### src/hdl/nfc_cfg.svh
// Constants of the NAND flash host controller: command codes, address layout, timing
`ifndef NFC_CFG_SVH
`define NFC_CFG_SVH

// Command codes
`define NFC_CMD_READ_HALF1 8'h00
`define NFC_CMD_READ_HALF2 8'h01
`define NFC_CMD_READ_SPARE 8'h50
`define NFC_IDENTIFICATION_READ_CMD 8'h90
`define NFC_CMD_RESET 8'hff
`define NFC_CMD_STATUS 8'h70
`define NFC_CMD_PROG_SETUP 8'h80
`define NFC_CMD_PROG_CONFIRM 8'h10
`define NFC_CMD_ERASE_SETUP 8'h60
`define NFC_CMD_ERASE_EXEC 8'hd0

// Address layout
`define NFC_ADDR_W 24
`define NFC_HALF_BIT 8
`define NFC_ADDR_CYCLES 2'h3
`define NFC_IDENT_ADDR_CYCLES 2'h1
`define NFC_ERASE_FIRST_CYCLE 2'h1
`define NFC_LEN_W 10

// Timing
`define NFC_CLK_PERIOD_NS 10
`define NFC_MIN_CYCLE_NS 50
`define NFC_WR_CYC_CLKS ((`NFC_MIN_CYCLE_NS + `NFC_CLK_PERIOD_NS - 1) / `NFC_CLK_PERIOD_NS)
`define NFC_WR_LO_CLKS 3
`define NFC_RD_CYC_CLKS 8
`define NFC_RD_LO_CLKS 6
`define NFC_BUSY_SETTLE_NS 100
`define NFC_BUSY_SETTLE_CLKS ((`NFC_BUSY_SETTLE_NS + `NFC_CLK_PERIOD_NS - 1) / `NFC_CLK_PERIOD_NS)
`define NFC_PAGE_LOAD_US 10
`define NFC_PAGE_LOAD_CLKS ((`NFC_PAGE_LOAD_US * 1000) / `NFC_CLK_PERIOD_NS)

`endif

### src/hdl/nfc_pkg.sv
// Types of the NAND flash host controller
package nfc_pkg;

  // User operations
  typedef enum logic [2:0] {
    OP_READ = 3'h0,
    OP_SPARE = 3'h1,
    OP_IDENT = 3'h2,
    OP_RESET = 3'h3,
    OP_STATUS = 3'h4,
    OP_PROGRAM = 3'h5,
    OP_ERASE = 3'h6
  } nfc_op_t;

  // Sequencer states, Gray coded along command, address, data, confirm, wait
  typedef enum logic [2:0] {
    S_IDLE = 3'h0,
    S_CMD = 3'h1,
    S_ADDR = 3'h3,
    S_WDATA = 3'h2,
    S_CMD2 = 3'h6,
    S_WAITB = 3'h7,
    S_RDATA = 3'h5,
    S_DONE = 3'h4
  } nfc_state_t;

endpackage

### src/hdl/nfc_host_ctrl.sv
// Host sequencer that drives a NAND flash through its command/address/data pins
`timescale 1ns/1ps
`include "nfc_cfg.svh"
module nfc_host_ctrl
  import nfc_pkg::*;
(
  // Clock and reset
  input wire logic clk_sys_i,
  input wire logic rst_i,
  // User command
  input wire logic cmd_valid_i,
  input wire nfc_op_t cmd_op_i,
  input wire logic [23:0] cmd_addr_i,
  input wire logic [9:0] cmd_len_i,
  output logic cmd_ready_o,
  // Program data in
  input wire logic wr_valid_i,
  input wire logic [7:0] wr_data_i,
  output logic wr_ready_o,
  // Read data out
  output logic rd_valid_o,
  output logic [7:0] rd_data_o,
  // Completion
  output logic done_o,
  output logic err_o,
  // Static controls
  input wire logic spare_enable_i,
  input wire logic write_enable_i,
  // Flash pins
  output logic flash_ce_n_o,
  output logic flash_cle_o,
  output logic flash_ale_o,
  output logic flash_we_n_o,
  output logic read_strobe_n_o,
  output logic flash_wp_n_o,
  output logic spare_area_select_o,
  input wire logic [7:0] flash_io_i,
  output logic [7:0] flash_io_o,
  output logic flash_io_oe_n_o,
  input wire logic flash_rb_i
);

  nfc_state_t state, next_state;
  nfc_op_t op, next_op;
  logic [23:0] addr, next_addr;
  logic [9:0] len, next_len;
  logic [3:0] ph, next_ph;
  logic [1:0] nadr, next_nadr;
  logic [10:0] cnt, next_cnt;
  logic [7:0] dbyte, next_dbyte;
  logic [7:0] next_rd_data;
  logic next_rd_valid, next_err;
  logic [7:0] io_level;
  logic rb_ready;
  logic [3:0] cyc_last;
  logic step_end, half_page_select_bit;
  logic [1:0] addr_end;
  logic [7:0] out_byte;
  logic next_ce_n, next_cle, next_ale, next_we_n, next_rd_strobe_n, next_oe_n;
  logic drive;

  // Data bus and ready/busy come from the flash, outside this clock
  nfc_pin_sync #(.WIDTH(8)) u_io_sync (
    .clk_sys_i(clk_sys_i),
    .rst_i(rst_i),
    .pin_i(flash_io_i),
    .level_o(io_level)
  );
  nfc_pin_sync #(.WIDTH(1)) u_rb_sync (
    .clk_sys_i(clk_sys_i),
    .rst_i(rst_i),
    .pin_i(flash_rb_i),
    .level_o(rb_ready)
  );

  // Handshakes
  assign cmd_ready_o = (state == S_IDLE);
  assign wr_ready_o = (state == S_WDATA) && (ph == 4'h0);
  assign done_o = (state == S_DONE);

  // Strobe cycle length and address span per operation
  assign cyc_last = (state == S_RDATA) ? 4'(`NFC_RD_CYC_CLKS - 1) : 4'(`NFC_WR_CYC_CLKS - 1);
  assign step_end = (ph == cyc_last);
  assign half_page_select_bit = addr[`NFC_HALF_BIT];
  assign addr_end = (op == OP_IDENT) ? `NFC_IDENT_ADDR_CYCLES : `NFC_ADDR_CYCLES;

  // Byte placed on the bus for command, address and data cycles
  always_comb
  begin
    out_byte = dbyte;
    if (state == S_CMD)
    begin
      unique case (op)
        OP_READ: out_byte = half_page_select_bit ? `NFC_CMD_READ_HALF2
                                                 : `NFC_CMD_READ_HALF1;
        OP_SPARE: out_byte = `NFC_CMD_READ_SPARE;
        OP_IDENT: out_byte = `NFC_IDENTIFICATION_READ_CMD;
        OP_RESET: out_byte = `NFC_CMD_RESET;
        OP_STATUS: out_byte = `NFC_CMD_STATUS;
        OP_PROGRAM: out_byte = `NFC_CMD_PROG_SETUP;
        OP_ERASE: out_byte = `NFC_CMD_ERASE_SETUP;
        default: out_byte = `NFC_CMD_STATUS;
      endcase
    end
    else if (state == S_CMD2)
    begin
      out_byte = (op == OP_ERASE) ? `NFC_CMD_ERASE_EXEC : `NFC_CMD_PROG_CONFIRM;
    end
    else if (state == S_ADDR)
    begin
      // Half-select bit never travels; bit 7 of the last row byte is forced low
      unique case (nadr)
        2'h0: out_byte = addr[7:0];
        2'h1: out_byte = addr[16:9];
        default: out_byte = {1'b0, addr[23:17]};
      endcase
    end
  end

  // Sequencer: one strobe cycle per command, address or data byte
  always_comb
  begin
    next_state = state;
    next_op = op;
    next_addr = addr;
    next_len = len;
    next_ph = ph;
    next_nadr = nadr;
    next_cnt = cnt;
    next_dbyte = dbyte;
    next_rd_data = rd_data_o;
    next_rd_valid = 1'b0;
    next_err = err_o;
    unique case (state)
      S_IDLE:
      begin
        if (cmd_valid_i)
        begin
          next_op = cmd_op_i;
          next_addr = cmd_addr_i;
          next_len = cmd_len_i;
          next_ph = 4'h0;
          next_nadr = 2'h0;
          next_cnt = 11'h000;
          next_err = 1'b0;
          // Spare read refused while the spare area is switched off
          if (cmd_op_i == OP_SPARE && spare_area_select_o)
          begin
            next_err = 1'b1;
            next_state = S_DONE;
          end
          else
          begin
            next_state = S_CMD;
          end
        end
      end
      S_CMD:
      begin
        next_ph = ph + 4'h1;
        if (step_end)
        begin
          next_ph = 4'h0;
          unique case (op)
            OP_RESET: next_state = S_WAITB;
            OP_STATUS:
            begin
              next_len = 10'h001;
              next_state = S_RDATA;
            end
            OP_ERASE:
            begin
              next_nadr = `NFC_ERASE_FIRST_CYCLE;
              next_state = S_ADDR;
            end
            default: next_state = S_ADDR;
          endcase
        end
      end
      S_ADDR:
      begin
        next_ph = ph + 4'h1;
        if (step_end)
        begin
          next_ph = 4'h0;
          next_nadr = nadr + 2'h1;
          if (nadr + 2'h1 == addr_end)
          begin
            unique case (op)
              OP_IDENT: next_state = (len == 10'h000) ? S_DONE : S_RDATA;
              OP_PROGRAM: next_state = (len == 10'h000) ? S_CMD2 : S_WDATA;
              OP_ERASE: next_state = S_CMD2;
              default: next_state = S_WAITB;
            endcase
          end
        end
      end
      S_WDATA:
      begin
        // Stall before the strobe until a data byte is offered
        if (ph != 4'h0 || wr_valid_i)
        begin
          next_ph = ph + 4'h1;
        end
        if (ph == 4'h0 && wr_valid_i)
        begin
          next_dbyte = wr_data_i;
        end
        if (step_end)
        begin
          next_ph = 4'h0;
          next_len = len - 10'h001;
          if (len == 10'h001)
          begin
            next_state = S_CMD2;
          end
        end
      end
      S_CMD2:
      begin
        next_ph = ph + 4'h1;
        if (step_end)
        begin
          next_ph = 4'h0;
          next_cnt = 11'h000;
          next_state = S_WAITB;
        end
      end
      S_WAITB:
      begin
        // Let ready/busy fall and cross the synchroniser before trusting it
        if (cnt != 11'h7ff)
        begin
          next_cnt = cnt + 11'h001;
        end
        if (cnt >= 11'(`NFC_BUSY_SETTLE_CLKS) && rb_ready)
        begin
          next_state = ((op == OP_READ || op == OP_SPARE) && len != 10'h000) ? S_RDATA : S_DONE;
        end
        else if ((op == OP_READ || op == OP_SPARE) &&
                 cnt >= 11'(`NFC_BUSY_SETTLE_CLKS + `NFC_PAGE_LOAD_CLKS))
        begin
          next_err = 1'b1;
          next_state = S_DONE;
        end
      end
      S_RDATA:
      begin
        next_ph = ph + 4'h1;
        if (step_end)
        begin
          // Sample at the last low cycle of the read strobe
          next_ph = 4'h0;
          next_rd_data = io_level;
          next_rd_valid = 1'b1;
          next_len = len - 10'h001;
          if (len == 10'h001)
          begin
            next_state = S_DONE;
          end
        end
      end
      S_DONE: next_state = S_IDLE;
    endcase
  end

  // Pin decode, registered so every pin moves on the same edge
  always_comb
  begin
    drive = (state == S_CMD) || (state == S_ADDR) || (state == S_WDATA) || (state == S_CMD2);
    next_ce_n = (state == S_IDLE) || (state == S_DONE);
    next_cle = (state == S_CMD) || (state == S_CMD2);
    next_ale = (state == S_ADDR);
    next_we_n = !(drive && ph >= 4'h1 && ph <= 4'(`NFC_WR_LO_CLKS));
    next_rd_strobe_n = !(state == S_RDATA && ph >= 4'h1 && ph <= 4'(`NFC_RD_LO_CLKS));
    next_oe_n = !drive;
  end

  // State and pin registers
  always_ff @(posedge clk_sys_i or posedge rst_i)
  begin
    if (rst_i)
    begin
      state <= S_IDLE;
      op <= OP_STATUS;
      addr <= 24'h000000;
      len <= 10'h000;
      ph <= 4'h0;
      nadr <= 2'h0;
      cnt <= 11'h000;
      dbyte <= 8'h00;
      rd_data_o <= 8'h00;
      rd_valid_o <= 1'b0;
      err_o <= 1'b0;
      flash_ce_n_o <= 1'b1;
      flash_cle_o <= 1'b0;
      flash_ale_o <= 1'b0;
      flash_we_n_o <= 1'b1;
      read_strobe_n_o <= 1'b1;
      flash_io_o <= 8'h00;
      flash_io_oe_n_o <= 1'b1;
      flash_wp_n_o <= 1'b0;
      spare_area_select_o <= 1'b1;
    end
    else
    begin
      state <= next_state;
      op <= next_op;
      addr <= next_addr;
      len <= next_len;
      ph <= next_ph;
      nadr <= next_nadr;
      cnt <= next_cnt;
      dbyte <= next_dbyte;
      rd_data_o <= next_rd_data;
      rd_valid_o <= next_rd_valid;
      err_o <= next_err;
      flash_ce_n_o <= next_ce_n;
      flash_cle_o <= next_cle;
      flash_ale_o <= next_ale;
      flash_we_n_o <= next_we_n;
      read_strobe_n_o <= next_rd_strobe_n;
      flash_io_o <= out_byte;
      flash_io_oe_n_o <= next_oe_n;
      // Controls only change between operations, never mid-transfer
      if (state == S_IDLE)
      begin
        flash_wp_n_o <= write_enable_i;
        spare_area_select_o <= !spare_enable_i;
      end
    end
  end

  // Address strobes seen in the current operation, for the checks below
  logic we_q;
  logic [1:0] seen;
  always_ff @(posedge clk_sys_i or posedge rst_i)
  begin
    if (rst_i)
    begin
      we_q <= 1'b1;
      seen <= 2'h0;
    end
    else
    begin
      we_q <= flash_we_n_o;
      if (state == S_IDLE)
        seen <= 2'h0;
      else if (flash_we_n_o && !we_q && flash_ale_o)
        seen <= seen + 2'h1;
    end
  end
endmodule // nfc_host_ctrl

### src/hdl/nfc_pin_sync.sv
// Three-stage pin synchroniser, output follows once stages two and three agree
`timescale 1ns/1ps
module nfc_pin_sync #(
  parameter int WIDTH = 1
) (
  // Clock and reset
  input wire logic clk_sys_i,
  input wire logic rst_i,
  // Pin in, filtered level out
  input wire logic [WIDTH-1:0] pin_i,
  output logic [WIDTH-1:0] level_o
);

  logic [WIDTH-1:0] stage1;
  logic [WIDTH-1:0] stage2;
  logic [WIDTH-1:0] stage3;
  logic [WIDTH-1:0] next_level;

  // Stage one feeds only stage two, so metastability never reaches a compare
  always_comb
  begin
    next_level = level_o;
    if (stage2 == stage3)
    begin
      next_level = stage3;
    end
  end

  // Shift chain and filtered level
  always_ff @(posedge clk_sys_i or posedge rst_i)
  begin
    if (rst_i)
    begin
      stage1 <= '0;
      stage2 <= '0;
      stage3 <= '0;
      level_o <= '0;
    end
    else
    begin
      stage1 <= pin_i;
      stage2 <= stage1;
      stage3 <= stage2;
      level_o <= next_level;
    end
  end

endmodule // nfc_pin_sync

### config.mk
export PLATFORM = sky130hd
export DESIGN_NAME = nfc_host_ctrl
export DESIGN_NICKNAME = d
export VERILOG_FILES = /design/src/hdl/nfc_pkg.sv /design/src/hdl/nfc_host_ctrl.sv /design/src/hdl/nfc_pin_sync.sv
export VERILOG_INCLUDE_DIRS = /design/src /design/src/hdl
export SDC_FILE = /design/constraint.sdc
export NUM_CORES = 1
export LEC_CHECK = 0
export BUFFER_PORTS_ARGS = -buffer_cell sky130_fd_sc_hd__buf_2
export CAP_MARGIN = 10
export CORE_MARGIN = 8
export CORE_UTILIZATION = 52
export DETAILED_ROUTE_END_ITERATION = 12
export PLACE_DENSITY = 0.74
export SKIP_LAST_GASP = 1
export SYNTH_ARGS = -nofsm -noshare
export SYNTH_HDL_FRONTEND = slang
export SYNTH_HIERARCHICAL = 1
export SYNTH_SLANG_ARGS = --single-unit
export TNS_END_PERCENT = 20
### constraint.sdc
create_clock -name clk_sys_i -period 4.3 [get_ports clk_sys_i]
set_clock_uncertainty 0.05 [all_clocks]
set_input_delay 0.43 -clock clk_sys_i [delete_from_list [all_inputs] [get_ports clk_sys_i]]
set_output_delay 0.43 -clock clk_sys_i [all_outputs]
set_load 0.05 [all_outputs]
---- Word level (Yosys, flattened, before mapping) ----
Index checks and enable logic that the tools add are counted.
storage, ports and cells
  register bits ........................... 127
  bits of input ports ..................... 60
cells by class
  add/subtract/negate cells ............... 4
  mux-type cells .......................... 53
  reduce and logical (&&, ||, !) cells .... 44
  eq/ne operators ......................... 38
  $lt $le $gt $ge ......................... 5
operator list
  kind                                                                                   count
  8-bit case mux with 6 select lines                                                     1
  10-bit two-way mux                                                                     4
  3-bit two-way mux                                                                      13
  11-bit two-way mux                                                                     3
  11-bit case mux with 3 select lines                                                    1
  8-bit two-way mux                                                                      4
  10-bit case mux with 3 select lines                                                    1
  2-bit inequality test, second input constant                                           12
  3-bit case mux with 8 select lines                                                     1
  3-bit equality test, second input constant                                             7
  4-bit two-way mux                                                                      4
  8-bit case mux with 2 select lines                                                     1
  3-bit by 2-bit equality test with 1-bit output, second input constant                  4
  2-bit two-way mux                                                                      6
  4-bit case mux with 3 select lines                                                     1
  3-bit nonzero test                                                                     4
  11-bit by 1-bit adder with 11-bit output, second input constant                        1
  11-bit by 10-bit greater-or-equal comparator with 1-bit output, second input constant  1
  11-bit by 4-bit greater-or-equal comparator with 1-bit output, second input constant   1
  11-bit inequality test, second input constant                                          1
  10-bit by 1-bit equality test with 1-bit output, second input constant                 1
  1-bit logical AND                                                                      10
  10-bit zero test                                                                       1
  10-bit AND reduction                                                                   1
  other kinds (33)                                                                       60

---- Longest topological paths before layout ----
Gate-level depths: netlist of run 1.
  word-level depth ........................ 7
  gate-level depth with buffers ........... 10
  gate-level depth less buffers ........... 7

---- Hierarchy ----
Netlist of run 1, hierarchy kept.
by module, submodules not included
  module                    area an instance (um^2)  sequential area each (um^2)  times used  cells an instance
  nfc_host_ctrl             4872.2                   2284.7                       1           531
  nfc_pin_sync (u_io_sync)  980.9                    800.8                        1           52
  nfc_pin_sync (u_rb_sync)  115.1                    100.1                        1           6

---- Worst setup path before layout of run 1 ----
No wires, ideal clock.
  path kind ............................... register -> register
  from .................................... register state[2]
  to ...................................... register state[0]
  period minus slack after synthesis ...... 2.715 ns
  slack ................................... 1.585 ns
  library setup time ...................... 0.125 ns
  path buffers ............................ 1
  arrival time ............................ 2.540 ns
  stages on the path, launching flop included .. 7
  cells stage by stage .................... dfrtp_1 -> buf_2 -> nor3_1 -> a32o_1 -> a211oi_1 -> nand3_1 -> mux2_2
RTL lines
  what                             RTL line              source
  start: declaration               nfc_host_ctrl.sv:43   nfc_state_t state, next_state;
  start signal: assignment         nfc_host_ctrl.sv:307  state <= next_state;
  3-bit zero test (*)              n/a
  named net cmd_ready_o            nfc_host_ctrl.sv:15   output logic cmd_ready_o,
  2-bit inequality test (no line)  n/a
  10-bit AND reduction (no line)   n/a
Mark *: on every way through the listed nets, which the timed path passes. The rest lies on a longest branch.
A chain may end at the register's enable or synchronous reset.

---- Final worst setup path of run 1 ----
  from .................................... register state[2]
  to ...................................... register len[6]
between the ends
  word-level cells in the longest chain between the ends .. 5
RTL lines
  what                                                                                                 RTL line                                   source
  3-bit equality test                                                                                  nfc_host_ctrl.sv:82, nfc_host_ctrl.sv:134
  2-bit two-way mux                                                                                    nfc_host_ctrl.sv:82                        assign cyc_last = (state == S_RDATA) ? 4'(`NFC_RD_CYC_CLKS - 1) : 4'(`NFC_WR_CYC_CLKS - 1);
  4-bit by 3-bit equality test with 1-bit output                                                       nfc_host_ctrl.sv:83                        assign step_end = (ph == cyc_last);
  2-bit by 1-bit inequality test with 1-bit output (no line) or 2-bit inequality test (tied branches)  n/a
  5-bit AND reduction (no line)                                                                        n/a
  end signal: assignment                                                                               nfc_host_ctrl.sv:310                       len <= next_len;
  end: declaration                                                                                     nfc_host_ctrl.sv:46                        logic [9:0] len, next_len;
Several ways; a longest one is shown, not always the timed one.

==> summary.txt, run 1 <==
Finish
  • Cell area after layout: around 0.007 mm^2
  • Diodes inserted: 0
  • Net count, final: ~740
  • Layout Area Growth over Synthesis: 19.0%
  • Share of cells above drive strength 1: 0.252
  • Final Non-Filler Cells: ~830

STA
  • Fin crit share: 0.728
  • Fin. Hold Viols: 0
  • Relative slew slack: 0.382
  • Worst-Margin Slew: 0.919 ns
  • Maximum clock rate: approximately 0.32 GHz
  • Final slew viol count: 0
  • Setup TNS Final: 0 ns
  • Final Setup Violations: 0
  • Unrepaired setup endpoints after global routing: false
  • Tmin final: approximately 3.1 ns

GRT
  • Global-route wire length before repair: approximately 24000 um
  • Vias in the first global route: 4810
  • Global route total overflow: 0
  • Pin count of the biggest net entering global routing: 65
  • Antenna violations before repair: 0
  • Tot GR Track Use: 0.198

Critical path
  • CP endpoint kind: flip-flop
  • CP required: 4.55 ns
  • CP peak stage delay: 0.90 ns
  • Critical-path cell list: nand2_1 > nor4_4 > o2bb2a_1 > o21ai_0 > a22o_1
  • Worst setup SP type: flip-flop
  • Crit path max-delay cell type: dfrtp_1
  • R2R depth: 5
  • Crit Path Max Fanout: 31
  • WS Path Type: reg2reg
  • CP arrival: around 3.4 ns

Die
  • Die Footprint: 0.0152 mm^2
  • Die span in x: 123 um
  • Die height: 123 um
  • Cell Rows: 39
  • Starting Density: 0.527
  • I/O Pins: 89
  • Core Region: ~0.011 mm^2

Synthesis
  • Post-synth net total: 659
  • Most frequent cell after synthesis: dfrtp_1
  • Synth Cell Area: 0.00597 mm^2
  • Largest area contributor in the netlist: dfrtp_1
  • Cell variety after synth: 64
  • Ranking of synthesized cells by area: dfrtp_1 51%, nand2_1 6.5%, mux2_2 5.3%, a21oi_1 2.9%, dfstp_2 2.6%
  • Async set-reset flop share out of synthesis: 1.00
  • Top cells by count, synth: 121 x dfrtp_1, 104 x nand2_1, 34 x a21oi_1, 28 x mux2_2, 28 x o21ai_0
  • Top FF cell, synth: dfrtp_1
  • Post-Synthesis Cells: roughly 590
  • Synth Warn #: 6
  • Sequential share of the synthesized area: 0.534
  • #FFs+latches synth: around 130
  • Yosys top cell area share: 0.507
  • Avg Synthesized Cell Area: approximately 10 um^2
  • EDFF count, synth: 0

Clock network
  • H-tree depth: 4
  • Num CTS Buffers: 17
  • Post-CTS Setup Repair Bufs: 0
  • Resize count post-CTS: 0
  • Clock Latency Late Sink: about 0.42 ns
  • CTS tree: done
  • CTS root buf: clkbuf_16
  • Hold Buf Count CTS: 1
  • CTS max path bufs: 2
  • Clock transition at path regs: ~0.06 ns
  • Clk sinks: ~130

Drt
  • DRC: 0
  • Vias per cell: between 5 and 6
  • Final wirelength: roughly 14000 um
  • Routed Antenna Nets: 0
  • Via count: roughly 4800
  • First drt pass iteration count: 5
  • Avg WL per Cell: about 17 um
  • 1st-iter DRT viols: approximately 470

Hold path
  • Worst Hold Depth: 1
  • Worst hold path type: in2reg

Outcome
  • Outcome: completed

Placed design
  • Routability Congestion: about 0.87
  • IO buf count: 88
  • HPWL after detailed placement: between 9000 and 10000 um
  • Area after DPL: 0.00644 mm^2
  • Placed Instances: a little under 800

Job
  • Number of max-cap violations: 0

Pwr
  • Pleak: between 0.003 and 0.004 uW
  • Peak supply drop: 0.433 mV
  • PD cells: around 730 mW/mm^2
layout by cell type, fill, tap and decap left out, types with 6 or more instances in the layout:
cell type	n
nor3_1	13
nand2b_1	7
o21ai_0	28
a21oi_1	34
dfstp_2	6
nand4_1	6
or4_1	6
nor4_1	8
o22ai_1	6
xor2_1	9
clkinv_4	6
nand3_1	14
nor2_1	26
a22o_1	7
nand2_1	104
dfrtp_1	121
clkbuf_16	17
ha_1	10
mux2_2	28
inv_1	24
buf_2	88
o31ai_1	15
state kept, by name, indices dropped and copies added (netlist names), 2 cells and up:
register and flops:
ph 4, op 3, u_io_sync/stage3 8, u_io_sync/stage2 8
u_io_sync/level_o 8, addr 24, rd_data_o 8, u_io_sync/stage1 8
state 3, flash_io_o 8, cnt 11, dbyte 8
len 10, nadr 2
stage by stage:
| step | power, uW | utilization | hold slack, ns | setup slack, ns |
|---|---|---|---|---|
| after floorplan | 3340 | - | 0.146 | 1.47 |
| after global placement | 3680 | 0.569 | 0.282 | 1.42 |
| after detailed placement | 3750 | 0.569 | 0.286 | 1.25 |
| after CTS | 5210 | 0.623 | 0.0433 | 1.25 |
| after global routing | 5520 | 0.628 | 0.0429 | 0.981 |
| final | 5210 | 0.628 | 0.0573 | 1.17 |
logic make-up (layout without fill, tap and decap cells):
logic type      Yosys count  count (layout)  synth area share
mux                      29              29            0.0545
simple gates            217             217             0.177
flops                   127             127             0.534
buf+inv                  58             151            0.0451
xor+xnor                 10              10            0.0147
fa+ha+maj                11              11            0.0229
compound gates          137             137             0.152
power breakdown:
part           internal, uW  switching, uW
logic                   647           1170
registers              1560            400
clock network           881            558
worst max-delay path, delay by kind of cell, from the launching register on:
kind | cells | cell delay (ns)
flip-flops | 1 | 0.90
AO/OA/AOI/OAI | 3 | 0.94
AND/OR/NAND/NOR | 2 | 1.11
final timing paths:
kind,from,end,slack (ns)
setup / recovery,state[2],len[6],1.17
hold / removal,flash_rb_i,u_rb_sync/stage1,0.06
setup reg to reg,state[2],len[6],1.17
hold reg to reg,u_io_sync/stage1[5],u_io_sync/stage2[5],0.30
max in group asynchronous,rst_i,flash_we_n_o,2.78
min in group asynchronous,rst_i,u_rb_sync/stage1,0.40
per-layer routing:
| metal | GRT usage | share of wire |
|---|---|---|
| met4 | 0.0910 | 0.026 |
| met5 | 0 | 0 |
| met1 | 0.251 | 0.42 |
| met2 | 0.309 | 0.49 |
| met3 | 0.0566 | 0.064 |
layout make-up:
cell class | instances | area, um^2
fillers | 920 | 4220
flip-flops and latches | 127 | 3190
multi-input cells | 404 | 2520
repair buffers | 93 | 520
clock buffers | 19 | 443
well taps | 143 | 179
clock inverters | 13 | 156
inverters | 26 | 104
Note: power is estimated with default switching activity, not from simulation.
==> inputs of run 2 (changes only) <==
==> constraint.sdc (replaced) <==
create_clock -name clk_sys_i -period 3 [get_ports clk_sys_i]
set_clock_uncertainty 0.05 [all_clocks]
set_input_delay 0.3 -clock clk_sys_i [delete_from_list [all_inputs] [get_ports clk_sys_i]]
set_output_delay 0.3 -clock clk_sys_i [all_outputs]
set_load 0.05 [all_outputs]
==> summary.txt, run 2 (same netlist as run 1, synthesis figures left out) <==
Clock network
  • Clk sinks: between 100 and 150
  • CTS tree: done
  • Resize count post-CTS: 0
  • CTS root buf: clkbuf_16
  • H-tree depth: 4
  • Num CTS Buffers: 17
  • Clock Latency Late Sink: approximately 0.41 ns
  • Post-CTS Setup Repair Bufs: 0
  • Clock transition at path regs: about 0.06 ns
  • CTS max path bufs: 2

Placed design
  • Routability Congestion: roughly 0.94
  • IO buf count: between 80 and 90
  • Placed Instances: roughly 800
  • Pre-CTS WS: around 0.57 ns
  • HPWL after detailed placement: 9950 um

Finish
  • FF+latch area: 0.00319 mm^2
  • Largest regs: addr: 24 flops, cnt: 11 flops, len: 10 flops
  • Most common cell after layout, fill and taps aside: dfrtp_1
  • Share of cells above drive strength 1: 0.256
  • Largest register FFs: 24
  • Top reg by flops: addr
  • FILL cells: 912
  • Most frequent cells in the layout: 121 x dfrtp_1, 104 x nand2_1, 88 x buf_2, 34 x a21oi_1
  • Diodes inserted: 0
  • Layout Area Growth over Synthesis: 20.9%
  • Net count, final: between 700 and 800
  • Footprint of the multi-input gates: 0.00252 mm^2
  • Final Non-Filler Cells: ~840

Drt
  • Routed Antenna Nets: 0
  • Final wirelength: roughly 14000 um
  • 1st-iter DRT viols: just under 400
  • Via count: 4783
  • Vias per cell: 5.68
  • DRC: 0
  • First drt pass iteration count: 8
  • Avg WL per Cell: around 17 um

Critical path
  • Reg-to-Reg Start: state[2]
  • Crit path launch: state[2]
  • WS Path Type: reg2reg
  • Worst setup SP type: flip-flop
  • Worst R2R Setup Slack: around 0.54 ns
  • Critical-path cell list: buf_4 > nand3_1 > nor4_1 > a22o_1 > o21ai_0 > a21oi_1
  • CP endpoint kind: flip-flop
  • CP bufs+invs: 1
  • Crit Path Max Fanout: 22
  • CP required: 3.28 ns
  • R2R depth: 6
  • Crit path max-delay cell type: dfrtp_1
  • CP peak stage delay: between 0.7 and 0.8 ns
  • CP arrival: about 2.7 ns
  • CP top delay family: compound AO/OA/AOI/OAI gates
  • FF-to-FF End: cnt[3]

Hold path
  • Worst Hold Depth: 3
  • Endpoint, Worst Hold: addr[18]
  • Hold wc startpoint: cmd_addr_i[18]
  • Worst hold path type: in2reg

STA
  • Relative slew slack: 0.591
  • Worst-Margin Slew: between 0.6 and 0.7 ns
  • Fin crit share: 0.820
  • Tmin final: approximately 2.5 ns
  • Maximum clock rate: 0.406 GHz
  • Unrepaired setup endpoints after global routing: false
  • Setup TNS Final: 0 ns
  • Final Setup Violations: 0
  • Final slew viol count: 0
  • Fin. Hold Viols: 0
  • Worst Slack Setup Final: 0.539 ns

Die
  • Die span in x: around 120 um
  • Die height: between 100 and 150 um
  • Starting Density: 0.527
  • Cell Rows: 39
  • Die Footprint: 0.0152 mm^2
  • Core Region: 0.0113 mm^2
  • I/O Pins: 89

GRT
  • Antenna violations before repair: 0
  • Global route total overflow: 0
  • Pin count of the biggest net entering global routing: 92
  • Tot GR Track Use: 0.197
  • Global-route wire length before repair: 23400 um
  • Vias in the first global route: around 4800

Outcome
  • Outcome: completed

Job
  • Number of max-cap violations: 0

Pwr
  • Pleak: approximately 0.0034 uW
  • PD cells: slightly above 1000 mW/mm^2
  • Peak supply drop: 0.605 mV
[run 2: changes by cell type in the layout (fill, tap and decap cells not counted)]
cell | previous run | this run
dlygate4sd3_1 | 1 | 11
buf_12 | 0 | 1
clkinvlp_4 | 2 | 0
inv_8 | 1 | 3
bufinv_16 | 2 | 1
buf_4 | 2 | 10
buf_16 | 2 | 0
inv_6 | 3 | 4
[run 2: what timing repair did]
action	CTS	global route
endpoints found under the hold margin	111	0
endpoints found under the setup margin	0	0
hold buffers	11	0
[run 2: routing by layer]
metal  global-route usage  wire, um  up-vias
li1                     -         -     2285
met3               0.0630       875       19
met4               0.0685       218        0
met5                    0         0        -
met1                0.253      6240     2314
met2                0.308      6980      165
[run 2: cell type report]
type	count	share of cell area
Inverter	26	0.0144
Timing Repair Buffer	110	0.0895
Multi-Input combinational cell	404	0.349
Tap cell	143	0.0248
Clock inverter	13	0.0198
Sequential cell	127	0.441
Clock buffer	19	0.0614
[run 2: how the worst max path moves through the flow]
stage	end	slack, ns	depth (start not counted)
4_1_cts	cnt[7]	0.56	5
5_1_grt	cnt[3]	0.28	6
2_1_floorplan	state[0]	0.29	6
6_report	cnt[3]	0.54	6
3_3_place_gp	cnt[5]	0.64	5
3_5_place_dp	cnt[7]	0.57	5
[run 2: report_power, final]
| part | internal (uW) | switching [uW] |
|---|---|---|
| logic | 986 | 1780 |
| registers | 2230 | 463 |
| clock network | 1190 | 817 |
[run 2: tightest hold or removal path: cells and delay by family]
kind | cells | cell delay (ns)
buffers and inverters | 1 | 0.07
AND/OR/NAND/NOR | 2 | 0.08
[run 2: through the flow]
stage	util	cell area [um^2]	total power [uW]	hold WS, ns
final	0.637	7220	7480	0.0335
after detailed placement	0.576	6520	5440	0.173
after CTS	0.637	7220	7500	0.0130
after global routing	0.637	7220	7930	0.0180
after global placement	0.576	6520	5360	0.165
after floorplan	-	5970	4780	0.0161
==> inputs of run 3 (changes only) <==
--- a/config.mk
+++ b/config.mk
@@ -9,9 +9,9 @@
 export BUFFER_PORTS_ARGS = -buffer_cell sky130_fd_sc_hd__buf_2
 export CAP_MARGIN = 10
 export CORE_MARGIN = 8
-export CORE_UTILIZATION = 52
+export CORE_UTILIZATION = 51
 export DETAILED_ROUTE_END_ITERATION = 12
-export PLACE_DENSITY = 0.74
+export PLACE_DENSITY = 0.75
 export SKIP_LAST_GASP = 1
 export SYNTH_ARGS = -nofsm -noshare
 export SYNTH_HDL_FRONTEND = slang
==> constraint.sdc (replaced) <==
create_clock -name clk_sys_i -period 2 [get_ports clk_sys_i]
set_clock_uncertainty 0.05 [all_clocks]
set_input_delay 0.2 -clock clk_sys_i [delete_from_list [all_inputs] [get_ports clk_sys_i]]
set_output_delay 0.2 -clock clk_sys_i [all_outputs]
set_load 0.05 [all_outputs]
==> summary.txt, run 3 (same netlist as run 1, synthesis figures left out) <==
Pwr
  • PD cells: around 1500 mW/mm^2
  • Pleak: 0.00391 uW
  • Sw Share: 0.406
  • NetSw: around 5100 uW
  • Clock power share: 0.242
  • Sequential share of power: 0.314
  • Logic pwr share: 0.444
  • P_int: approximately 7400 uW
  • Peak supply drop: 0.964 mV
  • Power, Total: roughly 12000 uW

Finish
  • Layout Area Growth over Synthesis: 37.2%
  • Final Non-Filler Cells: around 950
  • Largest regs: addr: 24 flops, cnt: 11 flops, len: 10 flops
  • Most common cell after layout, fill and taps aside: dfrtp_1
  • Footprint of the multi-input gates: around 0.0026 mm^2
  • Share of cells above drive strength 1: 0.332
  • FF+latch area: 0.00319 mm^2
  • Largest register FFs: 24
  • Most frequent cells in the layout: 117 x dfrtp_1, 104 x nand2_1, 87 x buf_2, 74 x buf_4, 48 x dlygate4sd3_1
  • Cell area after layout: ~0.008 mm^2
  • Diodes inserted: 0
  • Top reg by flops: addr
  • FILL cells: between 800 and 900
  • Net count, final: around 860

STA
  • Fin crit share: 1.00
  • Tmin final: 2.01 ns
  • Worst Slack Setup Final: -0.00801 ns
  • Relative slew slack: 0.648
  • Hold slack: 0.0130 ns
  • Fin. Hold Viols: 0
  • Unrepaired setup endpoints after global routing: true
  • Final slew viol count: 0
  • Final Setup Violations: 1
  • Worst-Margin Slew: around 0.52 ns
  • Maximum clock rate: approximately 0.5 GHz

Drt
  • Via count: 5407
  • First drt pass iteration count: 6
  • Avg WL per Cell: 17.8 um
  • DRC: 0
  • Routed Antenna Nets: 0
  • Final wirelength: about 17000 um
  • Vias per cell: about 5.7
  • 1st-iter DRT viols: 440

Placed design
  • Placed Instances: 861
  • IO buf count: 88
  • Routability Congestion: just under 0.9
  • Area after DPL: between 0.007 and 0.008 mm^2
  • HPWL after detailed placement: 11300 um

Clock network
  • CTS root buf: clkbuf_16
  • Clock transition at path regs: 0.06 ns
  • Num CTS Buffers: 17
  • CTS tree: done
  • H-tree depth: 4
  • CTS max path bufs: 2
  • Clk sinks: between 100 and 150
  • Clock Latency Late Sink: between 0.4 and 0.5 ns

Critical path
  • Reg-to-Reg Start: state[0]
  • Worst setup SP type: flip-flop
  • Critical-path cell list: or2_1 > buf_4 > nor2_2 > buf_4 > a311oi_1 > a21oi_1
  • CP endpoint kind: flip-flop
  • FF-to-FF End: err_o
  • CP required: 2.29 ns
  • CP arrival: 2.30 ns
  • CP bufs+invs: 2
  • R2R depth: 6
  • WS Path Type: reg2reg
  • CP top delay family: simple AND/OR/NAND/NOR gates
  • Worst R2R Setup Slack: -0.008 ns
  • Crit Path Max Fanout: 31
  • CP peak stage delay: roughly 0.46 ns
  • Cell mode on critical path: buf_4
  • Crit path max-delay cell type: dfrtp_2

Die
  • Die Footprint: roughly 0.015 mm^2
  • Die height: between 100 and 150 um
  • Cell Rows: 39
  • Die span in x: 124 um
  • I/O Pins: between 80 and 90
  • Starting Density: 0.523
  • Core Region: between 0.01 and 0.015 mm^2

GRT
  • Tot GR Track Use: 0.229
  • Global-route wire length before repair: 27300 um
  • Global route total overflow: 0
  • Antenna violations before repair: 0
  • Pin count of the biggest net entering global routing: between 40 and 50
  • Vias in the first global route: 5692

Hold path
  • Worst Hold Depth: 3
  • Worst hold path type: in2reg
  • Hold wc startpoint: cmd_len_i[9]
  • Endpoint, Worst Hold: len[9]

Outcome
  • Outcome: complete, but fails checks
  • Failing checks: negative setup slack

Job
  • Number of max-cap violations: 0
[run 3: changes by cell type in the layout (fill, tap and decap cells not counted), sizes merged]
cell         previous run  this run
clkinvlp                0         2
clkbuf                 19        18
dlygate4sd3            11        48
clkinv                  7         3
buf                    99       165
inv                    31        34
[run 3: what timing repair did]
| action | CTS | global route |
|---|---|---|
| buffers inserted | 0 | 4 |
| hold buffers | 48 | 0 |
| pin swaps | 0 | 7 |
| setup endpoints to repair | 25 | 51 |
| gates resized for setup | 7 | 18 |
| endpoints found under the hold margin | 95 | 0 |
[run 3: per-stage QoR]
step           setup TNS (ns)  worst slack [ns]   util
3_5_place_dp           -0.322           -0.0663  0.615
5_1_grt                -0.823           -0.0875  0.717
4_1_cts               -0.0579           -0.0243  0.709
3_3_place_gp          -0.0158          -0.00889  0.615
2_1_floorplan          -0.676           -0.0743      -
6_report             -0.00801          -0.00801  0.717
[run 3: worst max path at each step]
stage	startpoint	to	slack [ns]	cells after the start
after CTS	state[0]	wr_ready_o	-0.02	5
after detailed placement	len[0]	len[8]	-0.07	7
after floorplan	ph[0]	cnt[5]	-0.07	7
after global placement	len[0]	state[0]	-0.009	7
after global routing	len[0]	len[8]	-0.09	7
final	state[0]	err_o	-0.008	6
[run 3: cell type report]
class,count,share of cell area
clock buffers,18,0.0524
clock inverters,14,0.0176
inverters,26,0.0130
multi-input cells,404,0.317
flip-flops and latches,127,0.390
well taps,143,0.0218
repair buffers,213,0.188
[run 3: tightest hold or removal path: cells and delay by family]
kind | cells | cell delay (ns)
AOI/OAI and AO/OA | 2 | 0.17
buffers and inverters | 1 | 0.08
[run 3: routing by layer]
| layer | up-vias | global-route usage | wire length (um) |
|---|---|---|---|
| li1 | 2503 | - | - |
| met4 | 0 | 0.109 | 417 |
| met2 | 203 | 0.376 | 8450 |
| met1 | 2656 | 0.275 | 6950 |
| met3 | 45 | 0.0607 | 978 |
| met5 | - | 0 | 0 |
[run 3: power groups by stage]
| stage | clock [uW] | sequential (uW) | combinational (uW) |
|---|---|---|---|
| after global placement | 0 | 3890 | 4970 |
| after floorplan | 0 | 4280 | 2920 |
| final | 3020 | 3920 | 5540 |
| after detailed placement | 0 | 3910 | 5160 |
| after global routing | 3170 | 4000 | 5980 |
| after CTS | 3070 | 3900 | 5300 |
